## config.mk

```make
export PLATFORM = sky130hd
export DESIGN_NAME = hsar_regs
export DESIGN_NICKNAME = d
export VERILOG_FILES = /design/src/hsar_pkg.sv /design/src/hsar_regs.sv
export SDC_FILE = /design/constraint.sdc
export NUM_CORES = 1
export LEC_CHECK = 0
export BUFFER_PORTS_ARGS = -buffer_cell sky130_fd_sc_hd__buf_4
export CORE_ASPECT_RATIO = 0.5
export CORE_MARGIN = 10
export CORE_UTILIZATION = 45
export DETAILED_ROUTE_END_ITERATION = 7
export PLACE_DENSITY = 0.73
export SETUP_SLACK_MARGIN = 0.5
export SLEW_MARGIN = 20
export SYNTH_ARGS = -nofsm -noshare
export SYNTH_HDL_FRONTEND = slang
export SYNTH_SLANG_ARGS = --single-unit
```

## constraint.sdc

```tcl
create_clock -name clk -period 3.6 [get_ports clk]
set_clock_uncertainty 0.2 [all_clocks]
set_input_delay 0.72 -clock clk [delete_from_list [all_inputs] [get_ports clk]]
set_output_delay 0.72 -clock clk [all_outputs]
set_load 0.005 [all_outputs]
```

## src/hsar_pkg.sv

```systemverilog
// hsar_pkg: constants, types and register map of the hot swap alarm,
// fault timer and pin configuration register bank.
// assumes a byte-wide command-register port fed by the device's I2C engine.
package hsar_pkg;

    // command register offsets
    localparam logic [7:0] HSAR_ALERT_EN_OFS  = 8'h03;   // threshold alert enables
    localparam logic [7:0] HSAR_ALARM_LOG_OFS = 8'h05;   // adc_alarm_log
    localparam logic [7:0] HSAR_TB_TIME_OFS   = 8'h06;   // transistor_bad_timeout
    localparam logic [7:0] HSAR_PIN_CFG_OFS   = 8'h07;   // pin_configuration
    localparam logic [7:0] HSAR_THR_BASE_OFS  = 8'h08;   // first threshold (pin lower)
    localparam logic [7:0] HSAR_THR_LAST_OFS  = 8'h0F;   // last threshold (power upper)

    // reset values
    localparam logic [7:0] HSAR_LOG_RST       = 8'h00;
    localparam logic [7:0] HSAR_TB_TIME_RST   = 8'hFF;
    localparam logic [7:0] HSAR_PIN_CFG_RST   = 8'h00;
    localparam logic [7:0] HSAR_ALERT_EN_RST  = 8'h00;
    localparam logic [7:0] HSAR_LOWER_RST     = 8'h00;
    localparam logic [7:0] HSAR_UPPER_RST     = 8'hFF;
    localparam logic [7:0] HSAR_TB_DISABLED   = 8'h00;   // timeout code that turns check off

    // pin_configuration field positions
    localparam int HSAR_CFG_PIN3_PD   = 7;
    localparam int HSAR_CFG_PIN2_PD   = 6;
    localparam int HSAR_CFG_FUNC_HI   = 5;
    localparam int HSAR_CFG_FUNC_LO   = 4;
    localparam int HSAR_CFG_PIN1_OUT  = 3;
    localparam int HSAR_CFG_CONV_AL   = 2;
    localparam int HSAR_CFG_STRESS    = 1;
    localparam int HSAR_CFG_OVF_AL    = 0;

    // pin 1 function codes, field value {bit5, bit4}
    localparam logic [1:0] HSAR_FN_PWR_GOOD = 2'h0;
    localparam logic [1:0] HSAR_FN_GP_OUT   = 2'h1;
    localparam logic [1:0] HSAR_FN_PWR_BAD  = 2'h2;
    localparam logic [1:0] HSAR_FN_GP_IN    = 2'h3;

    // timing: one millisecond at 100 MHz
    localparam int HSAR_CLK_MHZ   = 100;
    localparam int HSAR_MS_US     = 1000;
    localparam int HSAR_MS_CYCLES = HSAR_MS_US * HSAR_CLK_MHZ;

    // measured quantities; code x2 is the alarm bit pair base
    typedef enum logic [1:0] {
        HSAR_CH_PIN,
        HSAR_CH_SRC,
        HSAR_CH_SENSE,
        HSAR_CH_POWER
    } hsar_chan_type;

    // one adc result
    typedef struct packed {
        logic          done;     // one-cycle conversion complete
        hsar_chan_type chan;     // which quantity
        logic [7:0]    value;    // upper 8 bits of the result
    } hsar_meas_type;

    // one command register access
    typedef struct packed {
        logic       wr;          // write strobe
        logic       rd;          // read strobe
        logic [7:0] addr;        // command register offset
        logic [7:0] wdata;       // write byte
    } hsar_cmd_type;

endpackage : hsar_pkg

```

## src/hsar_regs.sv

```systemverilog
// hsar_regs: alarm log, transistor-bad timeout and pin configuration
// registers, with threshold compare, fault timer and pin drive.
// assumes command accesses arrive as one-cycle strobes from the I2C engine.
`timescale 1ns/10ps

module hsar_regs #(
    parameter int MS_CYCLES = hsar_pkg::HSAR_MS_CYCLES   // clock cycles per millisecond
) (
    input  wire logic                    clk,
    input  wire logic                    rst_n,
    input  wire hsar_pkg::hsar_cmd_type  cmd,
    output logic [7:0]                   rdata,
    input  wire hsar_pkg::hsar_meas_type meas,
    input  wire logic                    meter_overflow,
    input  wire logic                    transistor_bad_cond,
    input  wire logic                    stress_cond,
    input  wire logic                    power_good,
    output logic                         transistor_bad_fault,
    output logic                         alert_pulse,
    output logic                         pin1_o,
    output logic                         pin1_oe,
    output logic                         pin2_o,
    output logic                         pin2_oe,
    output logic                         pin3_o,
    output logic                         pin3_oe
);
    import hsar_pkg::*;

    localparam int CH_N = 4;                         // number of measured quantities
    localparam int MSW  = $clog2(MS_CYCLES + 1);     // millisecond divider width

    // threshold index of an offset, bit 0 selects upper
    function automatic logic [2:0] thr_index(input logic [7:0] a);
        logic [7:0] d;
        d = a - HSAR_THR_BASE_OFS;
        return d[2:0];
    endfunction

    // true when offset lies in the threshold window
    function automatic logic is_thr(input logic [7:0] a);
        return (a >= HSAR_THR_BASE_OFS) && (a <= HSAR_THR_LAST_OFS);
    endfunction

    ////////////////////////////////////////////////////////////////////////////
    // registers
    logic [7:0]     alarm_log_r;                     // sticky alarm log
    logic [7:0]     alarm_log_nxt;                   // next log value
    logic [7:0]     tb_time_r;                       // transistor_bad_timeout
    logic [7:0]     pin_cfg_r;                       // pin_configuration
    logic [7:0]     alert_en_r;                      // per-threshold alert enables
    logic [7:0]     thr_lo_r [CH_N];                 // lower thresholds by channel
    logic [7:0]     thr_hi_r [CH_N];                 // upper thresholds by channel
    logic [7:0]     over_set;                        // log bits to set this cycle
    logic [7:0]     at_set;                          // at-or-beyond alert conditions
    logic [MSW-1:0] ms_cnt_r;                        // millisecond divider
    logic           ms_tick;                         // one-cycle per millisecond
    logic [7:0]     tb_ms_r;                         // elapsed ms of bad condition

    wire            wr_log = cmd.wr && (cmd.addr == HSAR_ALARM_LOG_OFS);

    ////////////////////////////////////////////////////////////////////////////
    // threshold compare per channel
    generate
        for (genvar c = 0; c < CH_N; c++) begin : g_chan
            wire hit = meas.done && (meas.chan == hsar_chan_type'(c));
            // strictly beyond sets the log
            assign over_set[2*c+1] = hit && (meas.value > thr_hi_r[c]);
            assign over_set[2*c]   = hit && (meas.value < thr_lo_r[c]);
            // at or beyond feeds the alert
            assign at_set[2*c+1]   = hit && (meas.value >= thr_hi_r[c]);
            assign at_set[2*c]     = hit && (meas.value <= thr_lo_r[c]);

            // threshold storage, written through the command port
            always_ff @(posedge clk) begin
                if (!rst_n) begin
                    thr_lo_r[c] <= HSAR_LOWER_RST;
                    thr_hi_r[c] <= HSAR_UPPER_RST;
                end else if (cmd.wr && is_thr(cmd.addr)) begin
                    if (thr_index(cmd.addr) == 3'(2*c))
                        thr_lo_r[c] <= cmd.wdata;
                    if (thr_index(cmd.addr) == 3'(2*c+1))
                        thr_hi_r[c] <= cmd.wdata;
                end
            end
        end
    endgenerate

    ////////////////////////////////////////////////////////////////////////////
    // alarm log: set wins over a host write in the same cycle
    always_comb begin
        alarm_log_nxt = wr_log ? cmd.wdata : alarm_log_r;   // host writes 0 to clear
        alarm_log_nxt = alarm_log_nxt | over_set;
    end

    // log update
    always_ff @(posedge clk) begin
        if (!rst_n)
            alarm_log_r <= HSAR_LOG_RST;
        else
            alarm_log_r <= alarm_log_nxt;
    end

    ////////////////////////////////////////////////////////////////////////////
    // plain control registers
    always_ff @(posedge clk) begin
        if (!rst_n) begin
            tb_time_r  <= HSAR_TB_TIME_RST;
            pin_cfg_r  <= HSAR_PIN_CFG_RST;
            alert_en_r <= HSAR_ALERT_EN_RST;
        end else if (cmd.wr) begin
            if (cmd.addr == HSAR_TB_TIME_OFS)
                tb_time_r <= cmd.wdata;
            if (cmd.addr == HSAR_PIN_CFG_OFS)
                pin_cfg_r <= cmd.wdata;
            if (cmd.addr == HSAR_ALERT_EN_OFS)
                alert_en_r <= cmd.wdata;
        end
    end

    ////////////////////////////////////////////////////////////////////////////
    // read data, registered one cycle after the read strobe
    always_ff @(posedge clk) begin
        if (!rst_n)
            rdata <= 8'h00;
        else if (cmd.rd) begin
            if (cmd.addr == HSAR_ALARM_LOG_OFS)
                rdata <= alarm_log_r;
            else if (cmd.addr == HSAR_TB_TIME_OFS)
                rdata <= tb_time_r;
            else if (cmd.addr == HSAR_PIN_CFG_OFS)
                rdata <= pin_cfg_r;
            else if (cmd.addr == HSAR_ALERT_EN_OFS)
                rdata <= alert_en_r;
            else if (is_thr(cmd.addr))
                rdata <= thr_index(cmd.addr) % 2 == 0 ?
                         thr_lo_r[thr_index(cmd.addr) / 2] :
                         thr_hi_r[thr_index(cmd.addr) / 2];
            else
                rdata <= 8'h00;                              // unmapped reads zero
        end
    end

    ////////////////////////////////////////////////////////////////////////////
    // millisecond tick divider
    assign ms_tick = (ms_cnt_r == MSW'(MS_CYCLES - 1));

    always_ff @(posedge clk) begin
        if (!rst_n || !transistor_bad_cond || ms_tick)
            ms_cnt_r <= '0;                                  // restart with each episode
        else
            ms_cnt_r <= ms_cnt_r + MSW'(1);
    end

    // elapsed milliseconds of the bad condition
    always_ff @(posedge clk) begin
        if (!rst_n || !transistor_bad_cond)
            tb_ms_r <= 8'h00;
        else if (ms_tick && tb_ms_r != 8'hFF)
            tb_ms_r <= tb_ms_r + 8'h01;
    end

    // fault once the wait has elapsed, never when the wait is zero
    always_ff @(posedge clk) begin
        if (!rst_n)
            transistor_bad_fault <= 1'b0;
        else
            transistor_bad_fault <= transistor_bad_cond &&
                                    (tb_time_r != HSAR_TB_DISABLED) &&
                                    (tb_ms_r >= tb_time_r);
    end

    ////////////////////////////////////////////////////////////////////////////
    // alert pulse from enabled events
    always_ff @(posedge clk) begin
        if (!rst_n)
            alert_pulse <= 1'b0;
        else
            alert_pulse <= (|(at_set & alert_en_r)) ||
                           (meas.done && pin_cfg_r[HSAR_CFG_CONV_AL]) ||
                           (meter_overflow && pin_cfg_r[HSAR_CFG_OVF_AL]);
    end

    ////////////////////////////////////////////////////////////////////////////
    // pin drive: all three pins are pull-low only
    logic [1:0] fn;                                          // pin 1 function
    assign fn = pin_cfg_r[HSAR_CFG_FUNC_HI:HSAR_CFG_FUNC_LO];

    // pin 1 enable by function
    always_ff @(posedge clk) begin
        if (!rst_n)
            pin1_oe <= 1'b0;
        else begin
            unique case (fn)
                HSAR_FN_PWR_GOOD: pin1_oe <= !power_good;    // released when good
                HSAR_FN_PWR_BAD:  pin1_oe <= power_good;     // released when bad
                HSAR_FN_GP_OUT:   pin1_oe <= !pin_cfg_r[HSAR_CFG_PIN1_OUT];
                HSAR_FN_GP_IN:    pin1_oe <= 1'b0;           // high impedance input
            endcase
        end
    end

    // pins 2 and 3
    always_ff @(posedge clk) begin
        if (!rst_n) begin
            pin2_oe <= 1'b0;
            pin3_oe <= 1'b0;
        end else begin
            pin3_oe <= pin_cfg_r[HSAR_CFG_PIN3_PD];
            pin2_oe <= pin_cfg_r[HSAR_CFG_PIN2_PD] ||
                       (pin_cfg_r[HSAR_CFG_STRESS] && stress_cond);
        end
    end

    assign pin1_o = 1'b0;                                    // open drain: low only
    assign pin2_o = 1'b0;
    assign pin3_o = 1'b0;

    ////////////////////////////////////////////////////////////////////////////
    // checks
    chk_power_high_log: assert property (@(posedge clk) disable iff (!rst_n)
        meas.done && meas.chan == HSAR_CH_POWER && meas.value > thr_hi_r[3]
        |=> alarm_log_r[7]) else $error("power high not logged");

    chk_power_low_log: assert property (@(posedge clk) disable iff (!rst_n)
        meas.done && meas.chan == HSAR_CH_POWER && meas.value < thr_lo_r[3]
        |=> alarm_log_r[6]) else $error("power low not logged");

    chk_sense_log: assert property (@(posedge clk) disable iff (!rst_n)
        meas.done && meas.chan == HSAR_CH_SENSE && meas.value > thr_hi_r[2]
        |=> alarm_log_r[5]) else $error("sense high not logged");

    chk_src_log: assert property (@(posedge clk) disable iff (!rst_n)
        meas.done && meas.chan == HSAR_CH_SRC && meas.value < thr_lo_r[1]
        |=> alarm_log_r[2]) else $error("source low not logged");

    chk_sense_low_log: assert property (@(posedge clk) disable iff (!rst_n)
        meas.done && meas.chan == HSAR_CH_SENSE && meas.value < thr_lo_r[2]
        |=> alarm_log_r[4]) else $error("sense low not logged");

    chk_src_high_log: assert property (@(posedge clk) disable iff (!rst_n)
        meas.done && meas.chan == HSAR_CH_SRC && meas.value > thr_hi_r[1]
        |=> alarm_log_r[3]) else $error("source high not logged");

    chk_pin_high_log: assert property (@(posedge clk) disable iff (!rst_n)
        meas.done && meas.chan == HSAR_CH_PIN && meas.value > thr_hi_r[0]
        |=> alarm_log_r[1]) else $error("pin voltage high not logged");

    chk_pin_low_log: assert property (@(posedge clk) disable iff (!rst_n)
        meas.done && meas.chan == HSAR_CH_PIN && meas.value < thr_lo_r[0]
        |=> alarm_log_r[0]) else $error("pin voltage low not logged");

    chk_thr_alert: assert property (@(posedge clk) disable iff (!rst_n)
        meas.done && meas.chan == HSAR_CH_POWER && meas.value >= thr_hi_r[3] &&
        alert_en_r[7] |=> alert_pulse) else $error("threshold alert missing");

    chk_log_sticky: assert property (@(posedge clk) disable iff (!rst_n)
        alarm_log_r[0] && !wr_log |=> alarm_log_r[0]) else $error("log bit lost");

    chk_tb_disabled: assert property (@(posedge clk) disable iff (!rst_n)
        tb_time_r == HSAR_TB_DISABLED |=> !transistor_bad_fault)
        else $error("fault while timer disabled");

    chk_tb_needs_cond: assert property (@(posedge clk) disable iff (!rst_n)
        !transistor_bad_cond |=> !transistor_bad_fault) else $error("fault without cause");

    chk_pin3_pull: assert property (@(posedge clk) disable iff (!rst_n)
        pin_cfg_r[HSAR_CFG_PIN3_PD] |=> pin3_oe) else $error("pin 3 not pulled");

    chk_pin1_input: assert property (@(posedge clk) disable iff (!rst_n)
        fn == HSAR_FN_GP_IN |=> !pin1_oe) else $error("pin 1 driven as input");

    chk_conv_alert: assert property (@(posedge clk) disable iff (!rst_n)
        meas.done && pin_cfg_r[HSAR_CFG_CONV_AL] |=> alert_pulse)
        else $error("conversion alert missing");

    chk_stress_pin2: assert property (@(posedge clk) disable iff (!rst_n)
        stress_cond && pin_cfg_r[HSAR_CFG_STRESS] |=> pin2_oe)
        else $error("stress not shown on pin 2");

    chk_ovf_alert: assert property (@(posedge clk) disable iff (!rst_n)
        meter_overflow && pin_cfg_r[HSAR_CFG_OVF_AL] |=> alert_pulse)
        else $error("overflow alert missing");

    chk_quiet_alert: assert property (@(posedge clk) disable iff (!rst_n)
        !meas.done && !meter_overflow |=> !alert_pulse) else $error("alert without event");

    chk_thr_reset: assert property (@(posedge clk)
        !rst_n |=> thr_hi_r[0] == HSAR_UPPER_RST && thr_lo_r[0] == HSAR_LOWER_RST)
        else $error("threshold reset wrong");

endmodule : hsar_regs

```

==> out/metrics.csv, run 1 <==
metric,value,unit
status,finished clean,
antenna_left,0,
cts.sinks,134,
setup.worst_path.end_class,register,
final_cell_area,9100,um^2
syn_inst,814,
antenna_found_initial,0,
dp_hpwl,16200,um
dpl-instance-area,8470,um^2
ys_async_sr_fraction,0,%
yosysTopAreaCell,edfxtp_1,
cts.clk_slew.worst_paths,60,ps
vias,6403,
hp-class,register to register,
relSlewSlack,51.1,%
hold_viol,0,
setup_tns,0,ps
ys_warn_count,0,
grt_pass1_vias,6234,
ys_ff_latch,134,
detail_route.vias_per_cell,5.81,
period_minus_slack,2620,ps
final_nets,965,
cp-startpoint,cmd[15],
avgSynthCellArea,9.69,um^2
drv_slew,0,
cts_tree,yes,
diodes,0,
rr_startpoint,thr_lo_r[2][1]$_SDFFCE_PN0P_,
yosysUniqueCellTypes,59,
worstSetupPathType,primary input to register,
hp-start,rdata[5]$_SDFFE_PN0P_,
leakagePower,0.00375,uW
chipHeight,114,um
critPathArrivalTime,2700,ps
postCtsHoldBufs,0,
min_period_over_period,72.7,%
grt.total_usage,18.8,%
firstDrtPassIters,6,
yosysTopAreaCellShare,24.4,%
critPathMaxFanout,18,
synthFlopType,dfxtp_1,
rows,34,
post_cts_buffers,0,
drc,0,
synth_area,7890,um^2
grt_max_degree,29,
core_area,17300,um^2
ios,51,
yosys-top-cells-area,"edfxtp_1 24%, dfxtp_1 18%, ha_1 12%",
routedWlPerCell,20.4,um
portBuffers,47,
grt.overflow.total,0,
layout-drive-gt1-share,15.0,%
rsz0062_at_grt,no,
htreeDepth,4,
fmax,382,MHz
cts_resized,0,
synth-edff-count,64,
clockBufferDepth,2,
clk_latency,420,ps
synth_most_common_cell,nand2_1,
numCtsBuffers,17,
die_area,23500,um^2
grt_pass1_wl,34900,um
root_buffer,clkbuf_16,
start_util,45.7,%
peakVddDrop,338,uV
finalSetupViolCount,0,
worstMarginPinSlew,731,ps
required,3680,ps
ys_seq_area_share,42.1,%
powerDensity,429,nW/um^2
final_util,52.7,%
synth_commonest_cells,"78 x nand2_1, 74 x ha_1, 70 x dfxtp_1",
die_x,207,um
drt_iter0_markers,699,
n_fill_cell,1523,
area_growth,15.4,%
gp_congestion,0.962,
drt-total-wl,22500,um
worstSetupStartpointType,primary input,
cap_violations,0,
## report_power, final
part	switching (uW)	internal (uW)	total (uW)
registers	33.4	1640	1680
clock network	709	1100	1810
logic	255	162	417
## through the flow
step | hold WS [ps] | setup slack (ps) | total power (uW) | instances
finish | 271 | 981 | 3900 | 1103
CTS | 265 | 1010 | 3910 | 1103
global route | 299 | 823 | 4030 | 1103
floorplan | 230 | 710 | 1940 | 816
detailed placement | 257 | 597 | 2110 | 1071
global placement | 244 | 638 | 2100 | 1071
## per-layer routing
layer / wire length, um / part of all wire [%] / GRT usage (%) / up-vias
met3: 1940 / 8.6 / 4.04 / 39
met4: 418 / 1.9 / 5.61 / 0
li1: - / - / - / 3020
met1: 9640 / 43 / 24.4 / 3081
met2: 10500 / 47 / 31.1 / 263
met5: 0 / 0 / 0 / -
## state kept, by name (all words and copies together) (netlist names)
signal,flops
ms_cnt_r,17
alert_en_r,8
thr_lo_r,32
pin_cfg_r,8
rdata,8
thr_hi_r,32
alert_pulse,1
tb_ms_r,8
pin1_oe,1
alarm_log_r,8
tb_time_r,8
pin2_oe,1
transistor_bad_fault,1
pin3_oe,1
## cell usage in the layout (no fill, tap or decap), types with 3 or more instances in the layout
cell type / count
conb_1: 3
xnor2_1: 5
a2111oi_0: 3
a22oi_1: 8
nor3_1: 3
mux4_2: 16
edfxtp_1: 64
nand3_1: 41
mux2i_1: 16
a21o_1: 4
a21oi_1: 51
clkbuf_16: 18
o221ai_1: 4
inv_6: 5
nand2_1: 78
inv_1: 68
xor2_1: 17
o211ai_1: 5
a211oi_1: 6
and2_1: 36
dfxtp_1: 70
nor4_1: 5
o221a_2: 7
nor2_1: 55
nor2b_1: 6
ha_1: 74
nand2b_1: 7
clkinv_4: 5
o21ai_0: 19
or3_1: 33
buf_4: 62
and3_1: 4
nand4_1: 34
## path summary, 6_finish.rpt
| path | cells past startpoint | slack [ps] | endpoint |
|---|---|---|---|
| min reg2reg | 2 | 270 | rdata[5]$_SDFFE_PN0P_ |
| max | 6 | 980 | thr_lo_r[1][4]$_SDFFCE_PN0P_ |
| max reg2reg | 8 | 1120 | alert_pulse$_SDFF_PN0_ |
| min | 2 | 270 | rdata[5]$_SDFFE_PN0P_ |
## area by class of cell
class | count | area, um^2 | share of cell area (%)
Clock buffer | 19 | 464 | 5.10
Tap cell | 234 | 293 | 3.22
Sequential cell | 134 | 3320 | 36.5
Multi-Input combinational cell | 572 | 4130 | 45.4
Timing Repair Buffer | 62 | 465 | 5.12
Inverter | 69 | 259 | 2.85
Clock inverter | 13 | 159 | 1.75
## critical path, cell delays in order
cell and delay, ps:
buf_4 120, nor4_4 450, nand3_1 140, or3_1 590, nor2_1 480, and2_1 210
## cell families (layout without fill, tap and decap cells)
group	count (synthesis)	after routing	synth area share [%]
buf+inv	110	163	5.54
other cells	1	3	0.0476
flops	134	134	42.1
mux	33	33	6.74
simple gates	322	322	21.5
xor+xnor	22	22	2.44
fa+ha+maj	74	74	11.7
compound gates	118	118	9.81
(Power assumes the default switching activity.)
==> run 2: changes to the inputs <==
Settings changed: PLACE_DENSITY 0.73 to 0.76.
Clock period 3.6 ns to 2.3 ns, I/O delays scaled along.
==> out/metrics.csv, run 2 (synthesized netlist as in run 1, its figures left out) <==
metric,value,unit,change
period_minus_slack,2210,ps,
dp_hpwl,16900,um,+3.8%
critPathArrivalTime,2290,ps,-410 ps
rr_endpoint,alert_pulse$_SDFF_PN0_,,
detail_route.vias_per_cell,6.02,,+3.7%
crit_slowest_cell,edfxtp_1,,
postCtsHoldBufs,0,,unchanged
grt.overflow.total,0,,unchanged
diodes,0,,unchanged
final_common_cell,buf_4,,
whs,76.5,ps,-195 ps
cts.sinks,134,,unchanged
leakagePower,0.00427,uW,+14%
grt.total_usage,20.1,%,+1.3 points
crit_buf_inv,1,,unchanged
ios,51,,unchanged
critPathMaxStageDelay,440,ps,-150 ps
numCtsBuffers,17,,unchanged
die_x,207,um,unchanged
status,finished clean,,
firstDrtPassIters,6,,unchanged
fmax,453,MHz,
vias,7008,,+9.4%
most-common-layout-cells,"87 x buf_4, 64 x edfxtp_1, 63 x inv_1, 63 x ha_1, 62 x dfxtp_1",,
clk_latency,430,ps,about the same
fin_total_pwr,6100,uW,+56%
min_period_over_period,95.9,%,
worstSetupStartpointType,register,,
rsz0062_at_grt,yes,,
cap_violations,0,,unchanged
setup.worst_path.end_class,register,,
worstSetupPathType,register to register,,
hp-class,primary input to register,,
finalSetupViolCount,0,,unchanged
peakVddDrop,490,uV,+45%
drv_slew,0,,unchanged
antenna_left,0,,unchanged
reg.largest.list,"thr_hi_r (32), thr_lo_r (32), ms_cnt_r (17)",,
hold_viol,0,,unchanged
hold_depth,3,,+1
chipHeight,114,um,unchanged
cp_num_cells,8,,+2
routedWlPerCell,22.0,um,+8.1%
area_growth,35.5,%,
gp_congestion,0.934,,-2.9%
drc,0,,unchanged
clockBufferDepth,2,,unchanged
htreeDepth,4,,unchanged
setup_tns,0,ps,unchanged
grt_pass1_wl,37600,um,+7.8%
cp_top_family,compound AO/OA/AOI/OAI gates,,
worstMarginPinSlew,552,ps,-180 ps
start_util,45.7,%,unchanged
rrSetupSlack,90,ps,-1030 ps
cp-startpoint,thr_hi_r[2][5]$_SDFFCE_PN1P_,,
rr_startpoint,thr_hi_r[2][5]$_SDFFCE_PN1P_,,
final_util,61.8,%,+9.2 points
rows,34,,unchanged
critPathMaxFanout,2,,-16
grt_pass1_vias,6864,,+10%
rr_worst_depth,8,,unchanged
drt_iter0_markers,845,,+21%
core_area,17300,um^2,unchanged
layout-drive-gt1-share,36.2,%,+21 points
antenna_found_initial,0,,unchanged
cts.clk_slew.worst_paths,70,ps,about the same
die_area,23500,um^2,unchanged
layout.cells.non_filler,1164,,+5.5%
place_inst,1094,,+2.1%
crit_chain,inv_1 > ha_1 > a21oi_1 > o21ai_2 > nand3_1 > nand4_1 > a2111oi_2 > a41oi_1,,
portBuffers,47,,unchanged
relSlewSlack,63.1,%,+12 points
powerDensity,572,nW/um^2,+33%
root_buffer,clkbuf_16,,
drt-total-wl,25700,um,+14%
crit_path_end,alert_pulse$_SDFF_PN0_,,
grt_max_degree,27,,-6.9%
cts_tree,yes,,
required,2390,ps,-1290 ps
final_nets,1026,,+6.3%
[run 2: cell count changes in the layout (fill, tap and decap cells not counted), moves of 12 or more]
cell / before / now
a21oi_1: 51 / 28
nand2_2: 0 / 25
nand2_1: 78 / 40
o21ai_0: 19 / 6
buf_4: 62 / 87
a21oi_2: 0 / 23
nand3_1: 41 / 29
buf_6: 0 / 23
[run 2: layer usage]
metal	up-vias	global-route usage, %	part of all wire [%]
met3	72	5.54	9.6
met4	0	8.65	3.1
met2	381	32.7	47
met5	-	0	0
li1	3144	-	-
met1	3411	24.7	40
[run 2: repair_timing]
action | CTS | global route
setup endpoints to repair | 148 | 195
pin swaps | 66 | 48
gates resized for setup | 89 | 107
setup buffers | 20 | 11
gates cloned | 6 | 1
[run 2: metrics by stage]
step | setup WS (ps) | instance area [um^2]
CTS | 247 | 10100
global placement | -76.3 | 8920
detailed placement | -147 | 8920
global route | -4.52 | 10700
floorplan | -25.0 | 8230
finish | 93.8 | 10700
[run 2: worst min path at each step]
stage	startpoint	to	slack [ps]
floorplan	ms_cnt_r[0]$_SDFF_PP0_	ms_cnt_r[0]$_SDFF_PP0_	230
global placement	ms_cnt_r[0]$_SDFF_PP0_	ms_cnt_r[0]$_SDFF_PP0_	240
detailed placement	rdata[5]$_SDFFE_PN0P_	rdata[5]$_SDFFE_PN0P_	250
CTS	stress_cond	pin2_oe$_SDFF_PN0_	70
global route	stress_cond	pin2_oe$_SDFF_PN0_	110
finish	stress_cond	pin2_oe$_SDFF_PN0_	80
[run 2: layout make-up]
class,instances,area (um^2)
inverters,69,263
clock buffers,21,472
repair buffers,122,1170
multi-input cells,573,5050
flip-flops and latches,134,3340
clock inverters,11,97.6
fillers,1262,6590
well taps,234,293
[run 2: worst register-to-register path: cells and delay by family (launching register included)]
| kind | cells | cell delay (ps) |
|---|---|---|
| and+or+nand+nor | 2 | 260 |
| AOI/OAI and AO/OA | 4 | 850 |
| DFF | 1 | 440 |
| buffers and inverters | 1 | 90 |
| adders and majority gates | 1 | 240 |
[run 2: power breakdown]
group          switching [uW]  internal, uW  total (uW)
Combinational             481           332         812
Sequential               56.4          2570        2620
Clock                    1090          1580        2670
Total                    1620          4480        6100
==> run 3: changes to the inputs <==
Settings changed: CORE_UTILIZATION 45 to 35, PLACE_DENSITY 0.76 to 0.64.
==> out/metrics.csv, run 3 (synthesized netlist as in run 1, its figures left out) <==
metric,value,unit,change
status,finished clean,,
final_util,48.9,%,-13 points
fin_total_pwr,6150,uW,+0.71%
dp_hpwl,18200,um,+8.0%
numCtsBuffers,17,,unchanged
critPathMaxFanout,2,,unchanged
gp_congestion,0.939,,+0.51%
die_x,232,um,+12%
cts_tree,yes,,
clockBufferDepth,2,,unchanged
period_minus_slack,2190,ps,-12.1 ps
drc,0,,unchanged
setup_tns,0,ps,unchanged
relSlewSlack,61.4,%,-1.7 points
root_buffer,clkbuf_16,,
peakVddDrop,540,uV,+10%
critPathArrivalTime,2290,ps,about the same
rows,38,,+12%
setup.worst_path.end_class,register,,
rsz0062_at_grt,yes,,
htreeDepth,4,,unchanged
final_common_cell,buf_4,,
worstSetupStartpointType,register,,
drv_slew,0,,unchanged
grt_pass1_wl,38100,um,+1.3%
grt_pass1_vias,6617,,-3.6%
crit_buf_inv,2,,+1
powerDensity,573,nW/um^2,+0.29%
firstDrtPassIters,5,,-1
leakagePower,0.00429,uW,+0.56%
cts.sinks,134,,unchanged
cap_violations,0,,unchanged
vias,6874,,-1.9%
grt.total_usage,16.9,%,-3.1 points
core_area,21900,um^2,+27%
layout.cells.non_filler,1242,,+6.7%
area_growth,36.0,%,
fmax,456,MHz,+0.55%
critPathMaxStageDelay,410,ps,-30 ps
fin_ws,106,ps,+12.1 ps
layout-drive-gt1-share,36.5,%,+0.28 points
routedWlPerCell,20.7,um,-6.0%
min_period_over_period,95.4,%,-0.53 points
grt_max_degree,29,,+7.4%
most-common-layout-cells,"95 x buf_4, 65 x ha_1, 64 x edfxtp_1, 63 x inv_1, 60 x dfxtp_1",,
antenna_left,0,,unchanged
reg.largest.list,"thr_hi_r (32), thr_lo_r (32), ms_cnt_r (17)",,
crit_top_cell,a211oi_2,,
crit_chain,inv_2 > ha_4 > nor2b_1 > o211a_1 > a211oi_2 > a211oi_2 > nor4_1 > buf_4 > a41oi_2,,
cp_top_family,compound AO/OA/AOI/OAI gates,,
clk_latency,430,ps,about the same
worstMarginPinSlew,577,ps,+25.2 ps
diodes,0,,unchanged
finalSetupViolCount,0,,unchanged
antenna_found_initial,0,,unchanged
die_area,29300,um^2,+24%
hp-class,primary input to register,,
hold_viol,0,,unchanged
required,2400,ps,about the same
ios,51,,unchanged
portBuffers,47,,unchanged
chipHeight,126,um,+11%
start_util,36.0,%,-9.7 points
worstSetupPathType,register to register,,
crit_slowest_cell,edfxtp_1,,
detail_route.vias_per_cell,5.53,,-8.1%
drt_iter0_markers,682,,-19%
dp_slack,-146,ps,+0.601 ps
place_inst,1182,,+8.0%
drt-total-wl,25700,um,+0.28%
final_nets,1038,,+1.2%
grt.overflow.total,0,,unchanged
cts.clk_slew.worst_paths,70,ps,about the same
[run 3: cell types whose count changed in the layout (fill, tap and decap cells not counted), sizes merged]
cell,delta
buf,+12
bufinv,-1
clkbuf,-3
clkinv,-3
clkinvlp,+1
inv,+5
or2,+1
[run 3: final timing paths]
| kind | slack [ps] | startpoint | to | depth (start not counted) |
|---|---|---|---|---|
| max | 110 | thr_hi_r[0][1]$_SDFFCE_PN1P_ | alert_pulse$_SDFF_PN0_ | 9 |
| min reg2reg | 270 | rdata[5]$_SDFFE_PN0P_ | rdata[5]$_SDFFE_PN0P_ | 2 |
| max reg2reg | 110 | thr_hi_r[0][1]$_SDFFCE_PN1P_ | alert_pulse$_SDFF_PN0_ | 9 |
| min | 70 | stress_cond | pin2_oe$_SDFF_PN0_ | 3 |
[run 3: final cells by class]
class	count	area, um^2
fillers	1930	11200
multi-input cells	574	4950
flip-flops and latches	134	3350
repair buffers	133	1210
clock buffers	19	475
well taps	300	375
inverters	69	263
clock inverters	13	108
[run 3: worst min-delay path, delay by kind of cell]
kind                   cells  cell delay, ps
AOI/OAI and AO/OA          1              50
buffers and inverters      1              80
and+or+nand+nor            1              80
[run 3: timing repair]
item	CTS	global route
hold buffers	0	0
resized for setup	57	135
setup buffers	10	12
pin swaps	41	67
endpoints found under the setup margin	171	195
gates cloned	3	3
[run 3: power breakdown]
group	switching, uW	internal [uW]
Combinational	473	354
Sequential	59.6	2570
Clock	1160	1540
Total	1690	4450
[run 3: metrics by stage]
step	hold slack [ps]	area, um^2
floorplan	231	8230
global placement	242	9200
detailed placement	248	9200
CTS	58.9	10100
global route	70.4	10700
finish	75.0	10700
[run 3: routing by layer]
| layer | GRT usage (%) | wire (um) |
|---|---|---|
| met1 | 21.9 | 10900 |
| met2 | 27.2 | 12300 |
| met3 | 4.17 | 2000 |
| met4 | 5.50 | 518 |
| met5 | 0 | 0 |
